[src/rtl/mfc_pkg.sv]
package mfc_pkg;
    localparam int K_MIN = 1;
    localparam int K_MAX = 32;
    localparam int OCTETS_MIN = 17;
    localparam int OCTETS_MAX = 1024;
    localparam int OCTETS_PER_CYCLE = 4;
    localparam int CNT_W = 8;
    localparam int F_W = 6;
    localparam int K_W = 6;
    localparam logic [3:0] PERIOD_MASK_LIMIT = 4'h3;
    localparam logic [11:0] ADDR_CTRL = 12'h000;
    localparam logic [11:0] ADDR_PARAM = 12'h004;
    localparam logic [11:0] ADDR_STATUS = 12'h008;
    localparam logic [11:0] ADDR_IRQ_STAT = 12'h00c;
    localparam logic [11:0] ADDR_IRQ_MASK = 12'h010;
    localparam int CTRL_ONESHOT = 0;
    localparam int CTRL_CONTINUOUS = 1;
    localparam int PARAM_F_LSB = 0;
    localparam int PARAM_K_LSB = 8;
    localparam int ST_CNT_LSB = 0;
    localparam int ST_CFG_OK = 8;
    localparam int ST_ALIGNED = 9;
    localparam int ST_SYNC_HOLD = 10;
    localparam int IRQ_PERIOD_ERR = 0;
    localparam int IRQ_EDGE = 1;
    localparam int IRQ_W = 2;
    localparam logic [F_W-1:0] F_RESET = 6'h02;
    localparam logic [K_W-1:0] K_RESET = 6'h10;
endpackage : mfc_pkg

[src/rtl/mfc_sync_edge.sv]
module mfc_sync_edge
    import mfc_pkg::*;
(
    input wire logic sys_clk,
    input wire logic rst_b,
    input wire logic asyncIn,
    output logic risePulse,
    output logic levelOut
);
    logic stage1_reg;
    logic stage2_reg;
    logic prev_reg;
    logic stage1_next;
    logic stage2_next;
    logic prev_next;

    always_comb begin
        stage1_next = asyncIn;
        stage2_next = stage1_reg;
        prev_next = stage2_reg;
    end

    always_ff @(posedge sys_clk or negedge rst_b) begin
        if (!rst_b) begin
            stage1_reg <= 1'b0;
            stage2_reg <= 1'b0;
            prev_reg <= 1'b0;
        end else begin
            stage1_reg <= stage1_next;
            stage2_reg <= stage2_next;
            prev_reg <= prev_next;
        end
    end

    // Sampled 0 then 1 on consecutive clocks
    assign risePulse = stage2_reg & ~prev_reg;
    assign levelOut = stage2_reg;
endmodule : mfc_sync_edge

[src/rtl/mfc_cfg_check.sv]
module mfc_cfg_check
    import mfc_pkg::*;
(
    input wire logic [F_W-1:0] octetsPerFrame,
    input wire logic [K_W-1:0] framesPerMulti,
    output logic cfgOk,
    output logic [CNT_W-1:0] periodCycles
);
    logic [11:0] octets;

    always_comb begin
        octets = 12'(octetsPerFrame) * 12'(framesPerMulti);
        cfgOk = (framesPerMulti >= K_W'(K_MIN))
            && (framesPerMulti <= K_W'(K_MAX))
            && (octets >= 12'(OCTETS_MIN))
            && (octets <= 12'(OCTETS_MAX))
            && (octets[1:0] == 2'h0);
        periodCycles = CNT_W'(octets / 12'(OCTETS_PER_CYCLE));
    end
endmodule : mfc_cfg_check

[src/rtl/mfc_top.sv]
// Overview of operation
// - K 1..32, multiframe 17..1024 octets
// - F times K multiple of four
// - Sample timing pulse on link clock
// - Counter period is F times K over four
// - Count zero to period minus one
// - Rising edge forces counter to zero when either bit is set
// - One-shot bit realigns once, self clears
// - One-shot holds sync exit until pulse
// - Continuous bit realigns on every edge
// - Continuous enables period checker interrupt
// - Continuous alone gives no sync hold
// - Both bits combine all behaviours
// - Link clock is lane rate over 40
// - Frame and multiframe clock relations
module mfc_top
    import mfc_pkg::*;
(
    input wire logic sys_clk,
    input wire logic rst_b,
    input wire logic sysrefIn,
    input wire logic syncExitReq,
    output logic syncExitGrant,
    output logic [CNT_W-1:0] localMultiframeCounter,
    output logic multiframeBoundary,
    output logic irq,
    input wire logic psel,
    input wire logic penable,
    input wire logic pwrite,
    input wire logic [11:0] paddr,
    input wire logic [31:0] pwdata,
    output logic [31:0] prdata,
    output logic pready,
    output logic pslverr
);
    logic sysrefRise;
    logic sysrefLevel;
    logic cfgOk;
    logic [CNT_W-1:0] periodCycles;

    logic oneShot_reg, oneShot_next;
    logic continuous_reg, continuous_next;
    logic [F_W-1:0] fParam_reg, fParam_next;
    logic [K_W-1:0] kParam_reg, kParam_next;
    logic [IRQ_W-1:0] irqStat_reg, irqStat_next;
    logic [IRQ_W-1:0] irqMask_reg, irqMask_next;
    logic [31:0] prdata_reg, prdata_next;
    logic pready_reg, pready_next;
    logic pslverr_reg, pslverr_next;
    logic [CNT_W-1:0] cnt_reg, cnt_next;
    logic aligned_reg, aligned_next;
    logic seen_reg, seen_next;
    logic grant_reg, grant_next;
    logic boundary_reg, boundary_next;
    logic irq_reg, irq_next;

    logic realign;
    logic [CNT_W-1:0] freeNext;
    logic periodErr;
    logic access;
    logic setupPhase;
    logic [IRQ_W-1:0] events;

    mfc_sync_edge u_sync (
        .sys_clk(sys_clk),
        .rst_b(rst_b),
        .asyncIn(sysrefIn),
        .risePulse(sysrefRise),
        .levelOut(sysrefLevel)
    );

    mfc_cfg_check u_cfg (
        .octetsPerFrame(fParam_reg),
        .framesPerMulti(kParam_reg),
        .cfgOk(cfgOk),
        .periodCycles(periodCycles)
    );

    function automatic logic isAddr(input logic [11:0] a,
                                    input logic [11:0] ref_a);
        isAddr = (a == ref_a);
    endfunction : isAddr

    // Zero-wait APB: setup cycle, then an access cycle that is always ready
    always_comb begin
        setupPhase = psel && !penable;
        access = psel && penable && pready_reg;
    end

    // Multiframe counter and alignment
    always_comb begin
        realign = sysrefRise && (oneShot_reg || continuous_reg);
        if (!cfgOk || cnt_reg >= periodCycles - CNT_W'(1)) begin
            freeNext = '0;
        end else begin
            freeNext = cnt_reg + CNT_W'(1);
        end
        // A well-placed edge lands where the free count wraps anyway
        periodErr = sysrefRise && continuous_reg && aligned_reg
            && (freeNext != '0);
        if (realign) begin
            cnt_next = '0;
        end else begin
            cnt_next = freeNext;
        end
        aligned_next = aligned_reg || realign;
        boundary_next = (cnt_next == '0);
        // Pulse seen since the one-shot bit was last armed
        seen_next = seen_reg;
        if (oneShot_reg && sysrefRise) begin
            seen_next = 1'b1;
        end
        if (access && pwrite && isAddr(paddr, ADDR_CTRL)
            && pwdata[CTRL_ONESHOT]) begin
            seen_next = 1'b0;
        end
        // Continuous mode gives no guard against the sync race
        grant_next = syncExitReq
            && (!oneShot_reg || seen_reg || sysrefRise);
    end

    always_ff @(posedge sys_clk or negedge rst_b) begin
        if (!rst_b) begin
            cnt_reg <= '0;
            aligned_reg <= 1'b0;
            seen_reg <= 1'b0;
            grant_reg <= 1'b0;
            boundary_reg <= 1'b0;
        end else begin
            cnt_reg <= cnt_next;
            aligned_reg <= aligned_next;
            seen_reg <= seen_next;
            grant_reg <= grant_next;
            boundary_reg <= boundary_next;
        end
    end

    // Register file
    always_comb begin
        events = '0;
        events[IRQ_PERIOD_ERR] = periodErr;
        events[IRQ_EDGE] = sysrefRise;
        oneShot_next = oneShot_reg;
        continuous_next = continuous_reg;
        fParam_next = fParam_reg;
        kParam_next = kParam_reg;
        irqMask_next = irqMask_reg;
        irqStat_next = irqStat_reg;
        prdata_next = prdata_reg;
        pready_next = setupPhase;
        pslverr_next = 1'b0;
        if (access && pwrite) begin
            if (isAddr(paddr, ADDR_CTRL)) begin
                oneShot_next = pwdata[CTRL_ONESHOT];
                continuous_next = pwdata[CTRL_CONTINUOUS];
            end else if (isAddr(paddr, ADDR_PARAM)) begin
                fParam_next = pwdata[PARAM_F_LSB +: F_W];
                kParam_next = pwdata[PARAM_K_LSB +: K_W];
            end else if (isAddr(paddr, ADDR_IRQ_MASK)) begin
                irqMask_next = pwdata[IRQ_W-1:0];
            end
        end
        // Hardware clear after the one-shot edge wins over a same-cycle write
        if (oneShot_reg && sysrefRise) begin
            oneShot_next = 1'b0;
        end
        if (access && !pwrite && isAddr(paddr, ADDR_IRQ_STAT)) begin
            // Clear only what the read reported; a later event survives
            irqStat_next = irqStat_reg & ~prdata_reg[IRQ_W-1:0];
        end
        irqStat_next = irqStat_next | events;
        if (setupPhase) begin
            prdata_next = '0;
            pslverr_next = 1'b0;
            if (isAddr(paddr, ADDR_CTRL)) begin
                prdata_next[CTRL_ONESHOT] = oneShot_reg;
                prdata_next[CTRL_CONTINUOUS] = continuous_reg;
            end else if (isAddr(paddr, ADDR_PARAM)) begin
                prdata_next[PARAM_F_LSB +: F_W] = fParam_reg;
                prdata_next[PARAM_K_LSB +: K_W] = kParam_reg;
            end else if (isAddr(paddr, ADDR_STATUS)) begin
                prdata_next[ST_CNT_LSB +: CNT_W] = cnt_reg;
                prdata_next[ST_CFG_OK] = cfgOk;
                prdata_next[ST_ALIGNED] = aligned_reg;
                prdata_next[ST_SYNC_HOLD] = oneShot_reg && !seen_reg;
            end else if (isAddr(paddr, ADDR_IRQ_STAT)) begin
                prdata_next[IRQ_W-1:0] = irqStat_reg;
            end else if (isAddr(paddr, ADDR_IRQ_MASK)) begin
                prdata_next[IRQ_W-1:0] = irqMask_reg;
            end else begin
                pslverr_next = 1'b1;
            end
        end else if (!psel) begin
            prdata_next = '0;
        end
        irq_next = |(irqStat_next & irqMask_next);
    end

    always_ff @(posedge sys_clk or negedge rst_b) begin
        if (!rst_b) begin
            oneShot_reg <= 1'b0;
            continuous_reg <= 1'b0;
            fParam_reg <= F_RESET;
            kParam_reg <= K_RESET;
            irqStat_reg <= '0;
            irqMask_reg <= '0;
            prdata_reg <= '0;
            pready_reg <= 1'b0;
            pslverr_reg <= 1'b0;
            irq_reg <= 1'b0;
        end else begin
            oneShot_reg <= oneShot_next;
            continuous_reg <= continuous_next;
            fParam_reg <= fParam_next;
            kParam_reg <= kParam_next;
            irqStat_reg <= irqStat_next;
            irqMask_reg <= irqMask_next;
            prdata_reg <= prdata_next;
            pready_reg <= pready_next;
            pslverr_reg <= pslverr_next;
            irq_reg <= irq_next;
        end
    end

    assign localMultiframeCounter = cnt_reg;
    assign multiframeBoundary = boundary_reg;
    assign syncExitGrant = grant_reg;
    assign irq = irq_reg;
    assign prdata = prdata_reg;
    assign pready = pready_reg;
    assign pslverr = pslverr_reg;
endmodule : mfc_top

[config.mk]
export PLATFORM = sky130hd
export DESIGN_NAME = mfc_top
export DESIGN_NICKNAME = d
export VERILOG_FILES = /design/src/rtl/mfc_pkg.sv /design/src/rtl/mfc_sync_edge.sv /design/src/rtl/mfc_cfg_check.sv /design/src/rtl/mfc_top.sv
export SDC_FILE = /design/constraint.sdc
export NUM_CORES = 1
export LEC_CHECK = 0
export BUFFER_PORTS_ARGS = -buffer_cell sky130_fd_sc_hd__clkbuf_2
export CELL_PAD_IN_SITES_DETAIL_PLACEMENT = 1
export CELL_PAD_IN_SITES_GLOBAL_PLACEMENT = 1
export CORE_MARGIN = 2
export CORE_UTILIZATION = 37
export CTS_CLUSTER_SIZE = 28
export DETAILED_ROUTE_END_ITERATION = 16
export PLACE_DENSITY = 0.85
export SLEW_MARGIN = 40
export SYNTH_ARGS = -nofsm -noshare
export SYNTH_HDL_FRONTEND = slang
export SYNTH_SLANG_ARGS = --single-unit
[constraint.sdc]
create_clock -name sys_clk -period 4.8 [get_ports sys_clk]
set_input_delay 0.48 -clock sys_clk [delete_from_list [all_inputs] [get_ports sys_clk]]
set_output_delay 0.48 -clock sys_clk [all_outputs]
set_load 0.01 [all_outputs]
After elaboration in Yosys (flattened, before gate mapping)
Cells that the tools add are included.

storage, ports and cells
  register bits = 68
  latch bits = 0
  memory bits (writable) = 0
  bits in read-only memories = 0
  input bits = 51
  output and inout bits = 45
  memories kept = 0

operators by class
  add/subtract/negate cells = 2
  multipliers = 1
  div/mod/pow operators = 0
  magnitude comparators = 5
  eq/ne operators = 5
  shifts and indexed selects = 0
  mux-type cells = 30
  bitwise gates (word level) = 7
  reduce and logical (&&, ||, !) cells = 40

operators by type and width
  cell                  number
  $mux 32               2
  $eq 12x4->1 const B   2
  $mux 2                10
  $logic_and 1x1->1     19
  $mux 8                2
  $eq 12x3->1 const B   1
  $eq 12x5->1 const B   1
  $ge 12x5->1 const B   1
  $le 12x11->1 const B  1
  $logic_not 12->1      1
  $mul 6x6->12          1
  $mux 12               1
  $mux 1                11
  $mux 9                1
  $add 8x1->8 const B   1
  $ge 8x8->1            1
  $logic_not 8->1       1
  $reduce_bool 8->1     1
  $sub 8x1->8 const B   1
  $ge 6x1->1 const B    1
  $le 6x6->1 const B    1
  $mux 3                2
  $mux 6                1
  $reduce_bool 2->1     3
  other kinds (12)      23

Longest topological paths before layout
  depth after elaboration = 13
  depth in mapped cells = 22
  depth with buffers taken out = 19

Hierarchy
Synthesis repeated with hierarchy kept, for this count alone.

unflattened totals
  cell total of the unflattened synthesis = 393
  area total of the unflattened synthesis = 3,932.5 um^2

modules (own cells, without submodules)
  module         instances  cells an instance  area each (um^2)  sequential area each (um^2)
  mfc_top        1          257                2,698.8           1,178.6
  mfc_cfg_check  1          132                1,144.8           0.0
  mfc_sync_edge  1          4                  88.8              75.1

Worst setup path before layout
OpenSTA, ideal clock, no wires.

  kind = flip-flop to flip-flop
  start point = reg kParam_reg[5]
  end point = reg boundary_reg (netlist: multiframeBoundary)
  setup time = 131 ps
  arrival time = 4,782 ps
  required time = 4,669 ps
  path slack = -113 ps
  stages on the path, launching flop included = 21
  buffers on the path = 2
  cells stage by stage = dfrtp_1 -> clkbuf_1 -> and2_1 -> fa_1 -> fa_1 -> inv_1 -> fa_1 -> inv_1 -> ha_1 -> buf_4 -> a21o_1 -> a221oi_2 -> xnor2_1 -> nor3b_2 -> nand2_1 -> xnor2_1 -> ha_1 -> o21a_1 -> a21oi_1 -> o2111ai_2 -> or3_1

between the ends
  longest elaborated chain between the ends = 10
  elaborated cells on any way between the ends = 16
  those cells by class = add/sub: 1; mul: 1; order compare: 5; mux: 2; reduce/logical: 7

ends and longest elaborated chain
  element                                               RTL line        text
  start: declaration                                    mfc_top.sv:44   logic [K_W-1:0] kParam_reg, kParam_next;
  start signal: assignment                              mfc_top.sv:215  kParam_reg <= kParam_next;
  branches (longest 6 deep; another with $mul 6x6->12)  --
  $logic_or 1x1->1 (*)                                  mfc_top.sv:93   if (!cfgOk || cnt_reg >= periodCycles - CNT_W'(1)) begin
  $mux 8 (*)                                            mfc_top.sv:93
  $mux 8 (*)                                            mfc_top.sv:101  if (realign) begin
  $logic_not 8->1 (*)                                   mfc_top.sv:107  boundary_next = (cnt_next == '0);
  net boundary_next                                     mfc_top.sv:54   logic boundary_reg, boundary_next;
  end signal: assignment                                mfc_top.sv:134  boundary_reg <= boundary_next;
  end: declaration                                      mfc_top.sv:54

Mark *: on every way through the listed nets, which the timed path passes.
A chain may end at the register's enable or synchronous reset.

Final worst setup path
  start point = reg kParam_reg[4]
  end point = reg boundary_reg (netlist: multiframeBoundary)

Same word-level chain as after synthesis.

==> flow_metrics.tcl <==
set metrics [dict create \
    status "finished with violations" \
    violations "negative setup slack" \
    critPathCapture "multiframeBoundary$_DFF_PN0_" \
    ys_seq_area_share_pct 31.7 \
    slew_violations 0 \
    drive_above_1_share_pct 35.4 \
    drtPass1Iterations 4 \
    ant_nets 0 \
    cts.sinks 50 \
    cp-start-kind "flip-flop" \
    viasPerCell 5.40 \
    setup_viol 11 \
    slew_headroom_pct 47.0 \
    end_kind "flip-flop" \
    total_power_uw 762 \
    overflow 0 \
    start_util_pct 38.1 \
    powerDensity_nw_per_um2 151 \
    synth_cell_type_count 60 \
    async_flop_share_pct 100 \
    worstMarginPinSlew_ns 0.792 \
    fmax_mhz 200 \
    die_x_um 107 \
    core_um2 10400 \
    nets 614 \
    timing.rr.start "kParam_reg[4]$_DFFE_PN1P_" \
    pwr-share-clk_pct 37.3 \
    p_leak_uw 0.00256 \
    layout_setup_ws_ns -0.189 \
    ios 96 \
    cp-startpoint "kParam_reg[4]$_DFFE_PN1P_" \
    final_cell_mix "57 x clkbuf_2, 47 x buf_4, 44 x dfrtp_1" \
    reg2regPathDepth 18 \
    gp_congestion 0.856 \
    dieArea_um2 11500 \
    cts_buffers 5 \
    cp_cell_sequence "and2_4 -> fa_1 -> fa_1 -> inv_1 -> fa_1 -> inv_2 -> ha_4 -> a21o_1 -> a221oi_4 -> xnor2_2 -> buf_4 -> buf_4 -> xnor2_1 -> ha_1 -> o21a_1 -> a21oi_2 -> o2111ai_4 -> or3_1" \
    wirelength_um 12900 \
    rsz0062_at_grt "true" \
    nFillCells 1216 \
    final_common_cell "clkbuf_2" \
    critPathMaxFanout 4 \
    h-tree-depth 2 \
    grt_pass1_wl_um 20200 \
    n_antenna_cell 0 \
    fp.dieH_um 107 \
    root_buffer "clkbuf_8" \
    grt_max_degree 51 \
    worst_ir_drop_vdd_uv 97.3 \
    worst_path_max_delay_cell "dfstp_2" \
    hpwl_um 9070 \
    max_cap_viol_count 0 \
    routedWlPerCell_um 19.8 \
    hp-class "input pin to asynchronous set/reset pin" \
    crit_cells 18 \
    intPower_uw 571 \
    hold_buffers 0 \
    finalClockSkew_ns 0.00331 \
    r2r_end "multiframeBoundary$_DFF_PN0_" \
    postPlaceCellArea_um2 4560 \
    cts_max_path_buffers 2 \
    synth_edf_count 0 \
    r2r_slack_ns -0.19 \
    drc 0 \
    final_area_um2 5040 \
    ys_ff_latch 50 \
    yosys_warnings 0 \
    first_iter_violations 242 \
    clk_pin_slew_ns 0.10 \
    slowest_delay_ns 0.59 \
    io_buffer_count 57 \
    cp.arrival_ns 5.18 \
    critPathKind "flip-flop to flip-flop" \
    finalCriticalPeriod_ns 4.99 \
    via_count 3528 \
    clk_latency_ns 0.31 \
    grt_pass1_vias 3916 \
    cp.required_ns 4.99 \
    syn_inst 410 \
    antenna_found_initial 0 \
    largest_reg_flops 14 \
    swShare_pct 25.1 \
    synth_largest_area_cell "dfrtp_1" \
    p_comb_share_pct 6.9 \
    postSynth.topFlopCell "dfrtp_1" \
    seqPwrFrac_pct 55.8 \
    synthTopCellsByArea "dfrtp_1 30%, ha_1 9.5%, fa_1 8.6%, and2_1 4.0%, buf_4 3.6%" \
    tritoncts "yes" \
    groute.usage.overall_pct 22.7 \
    post-route-period-util_pct 104 \
    crit_top_cell "fa_1" \
    syn2layout_area_growth_pct 27.6 \
    worst_path_dominant_cell_family "adder cells" \
    power.net_switching_uw 191 \
    cp_num_buf_inv 4 \
    avgSynthCellArea_um2 9.64 \
    synth_top_area_share_pct 30.4 \
    hold_violations 0 \
    num_rows 37 \
    synth_area_um2 3950 \
]
-- per-layer routing --
| metal | share of wire (%) | wire (um) | global-route usage, % |
|---|---|---|---|
| met1 | 39 | 4990 | 26.5 |
| met2 | 54 | 6940 | 41.9 |
| met3 | 5.1 | 657 | 3.51 |
| met4 | 2.4 | 312 | 8.15 |
| met5 | 0 | 0 | 0 |
-- power by group through the flow --
stage	clock network (uW)	logic (uW)	registers [uW]
floorplan	0	31.4	434
global route	304	58.0	425
global placement	0	48.4	433
CTS	286	50.7	425
detailed placement	0	50.0	433
finish	284	52.6	425
-- worst min-delay path by stage --
stage                                  endpoint  depth (start not counted)  slack (ns)
detailed placement    u_sync.levelOut$_DFF_PN0_                          0        0.35
global route        u_sync.stage1_reg$_DFF_PN0_                          1        0.26
global placement      u_sync.levelOut$_DFF_PN0_                          0        0.34
floorplan                 aligned_reg$_DFF_PN0_                          0        0.18
finish                    prdata[9]$_DFFE_PN0P_                          2        0.27
CTS                 u_sync.stage1_reg$_DFF_PN0_                          1        0.26
-- metrics by stage --
stage	instances	util (%)	TNS [ns]	hold slack (ns)	worst slack (ns)
detailed placement	625	44.0	-3.51	0.351	-0.388
global route	653	48.6	-3.32	0.257	-0.378
floorplan	427	-	0	0.184	0.00162
CTS	649	48.0	-0.859	0.264	-0.179
global placement	625	44.0	-1.26	0.337	-0.199
finish	653	48.6	-1.08	0.271	-0.189
-- Yosys cell counts (4+ instances only) --
cell type  instances
o21a_1             4
dfrtp_1           48
fa_1              17
and2_1            25
a21o_1             6
ha_1              30
nor3_1             5
mux2_2            12
inv_1             34
o21ai_0            8
nand2_1           37
xor2_1             9
xnor2_1            8
clkbuf_1           9
a21oi_1           20
a32o_1             5
nand2b_1           5
nor2_1            22
a22o_1            11
nand3_1            8
nor3_2             6
nor2b_1            4
buf_4             19
-- what timing repair did --
action                     in CTS  in global routing
resized for setup              35                 10
cloned                          1                  0
setup endpoints to repair      11                 11
buffers inserted               15                  4
pin swaps                      36                 17
-- cell families (layout without fill, tap and decap cells) --
| group | Yosys count | count (layout) | share of synthesized area (%) |
|---|---|---|---|
| flip-flops | 50 | 50 | 31.7 |
| other | 1 | 18 | 0.0948 |
| AND/OR/NAND/NOR | 135 | 135 | 18.6 |
| multiplexers | 16 | 16 | 4.49 |
| AO/OA/AOI/OAI | 78 | 78 | 14.5 |
| buffers and inverters | 65 | 155 | 8.35 |
| adder cells (fa/ha/maj) | 47 | 47 | 18.1 |
| XOR/XNOR | 18 | 18 | 4.18 |
-- worst reg2reg max path: stages, from the launching register on --
cell       delay (ns)
dfstp_2          0.59
and2_4           0.16
fa_1             0.42
fa_1             0.51
inv_1            0.05
fa_1             0.50
inv_2            0.05
ha_4             0.23
a21o_1           0.21
a221oi_4         0.35
xnor2_2          0.16
buf_4            0.16
buf_4            0.12
xnor2_1          0.16
ha_1             0.25
o21a_1           0.19
a21oi_2          0.19
o2111ai_4        0.18
or3_1            0.39
-- area by class of cell --
type                            instances  area [um2]  area share [%]
Multi-Input combinational cell        312        2620            52.0
Sequential cell                        50        1260            25.0
Timing Repair Buffer                  113         762            15.1
Tap cell                              136         170            3.37
Inverter                               34         128            2.53
Clock buffer                            7        96.3            1.91
Clock inverter                          1        8.76           0.174
No activity file was read; power rests on OpenSTA's default activity.
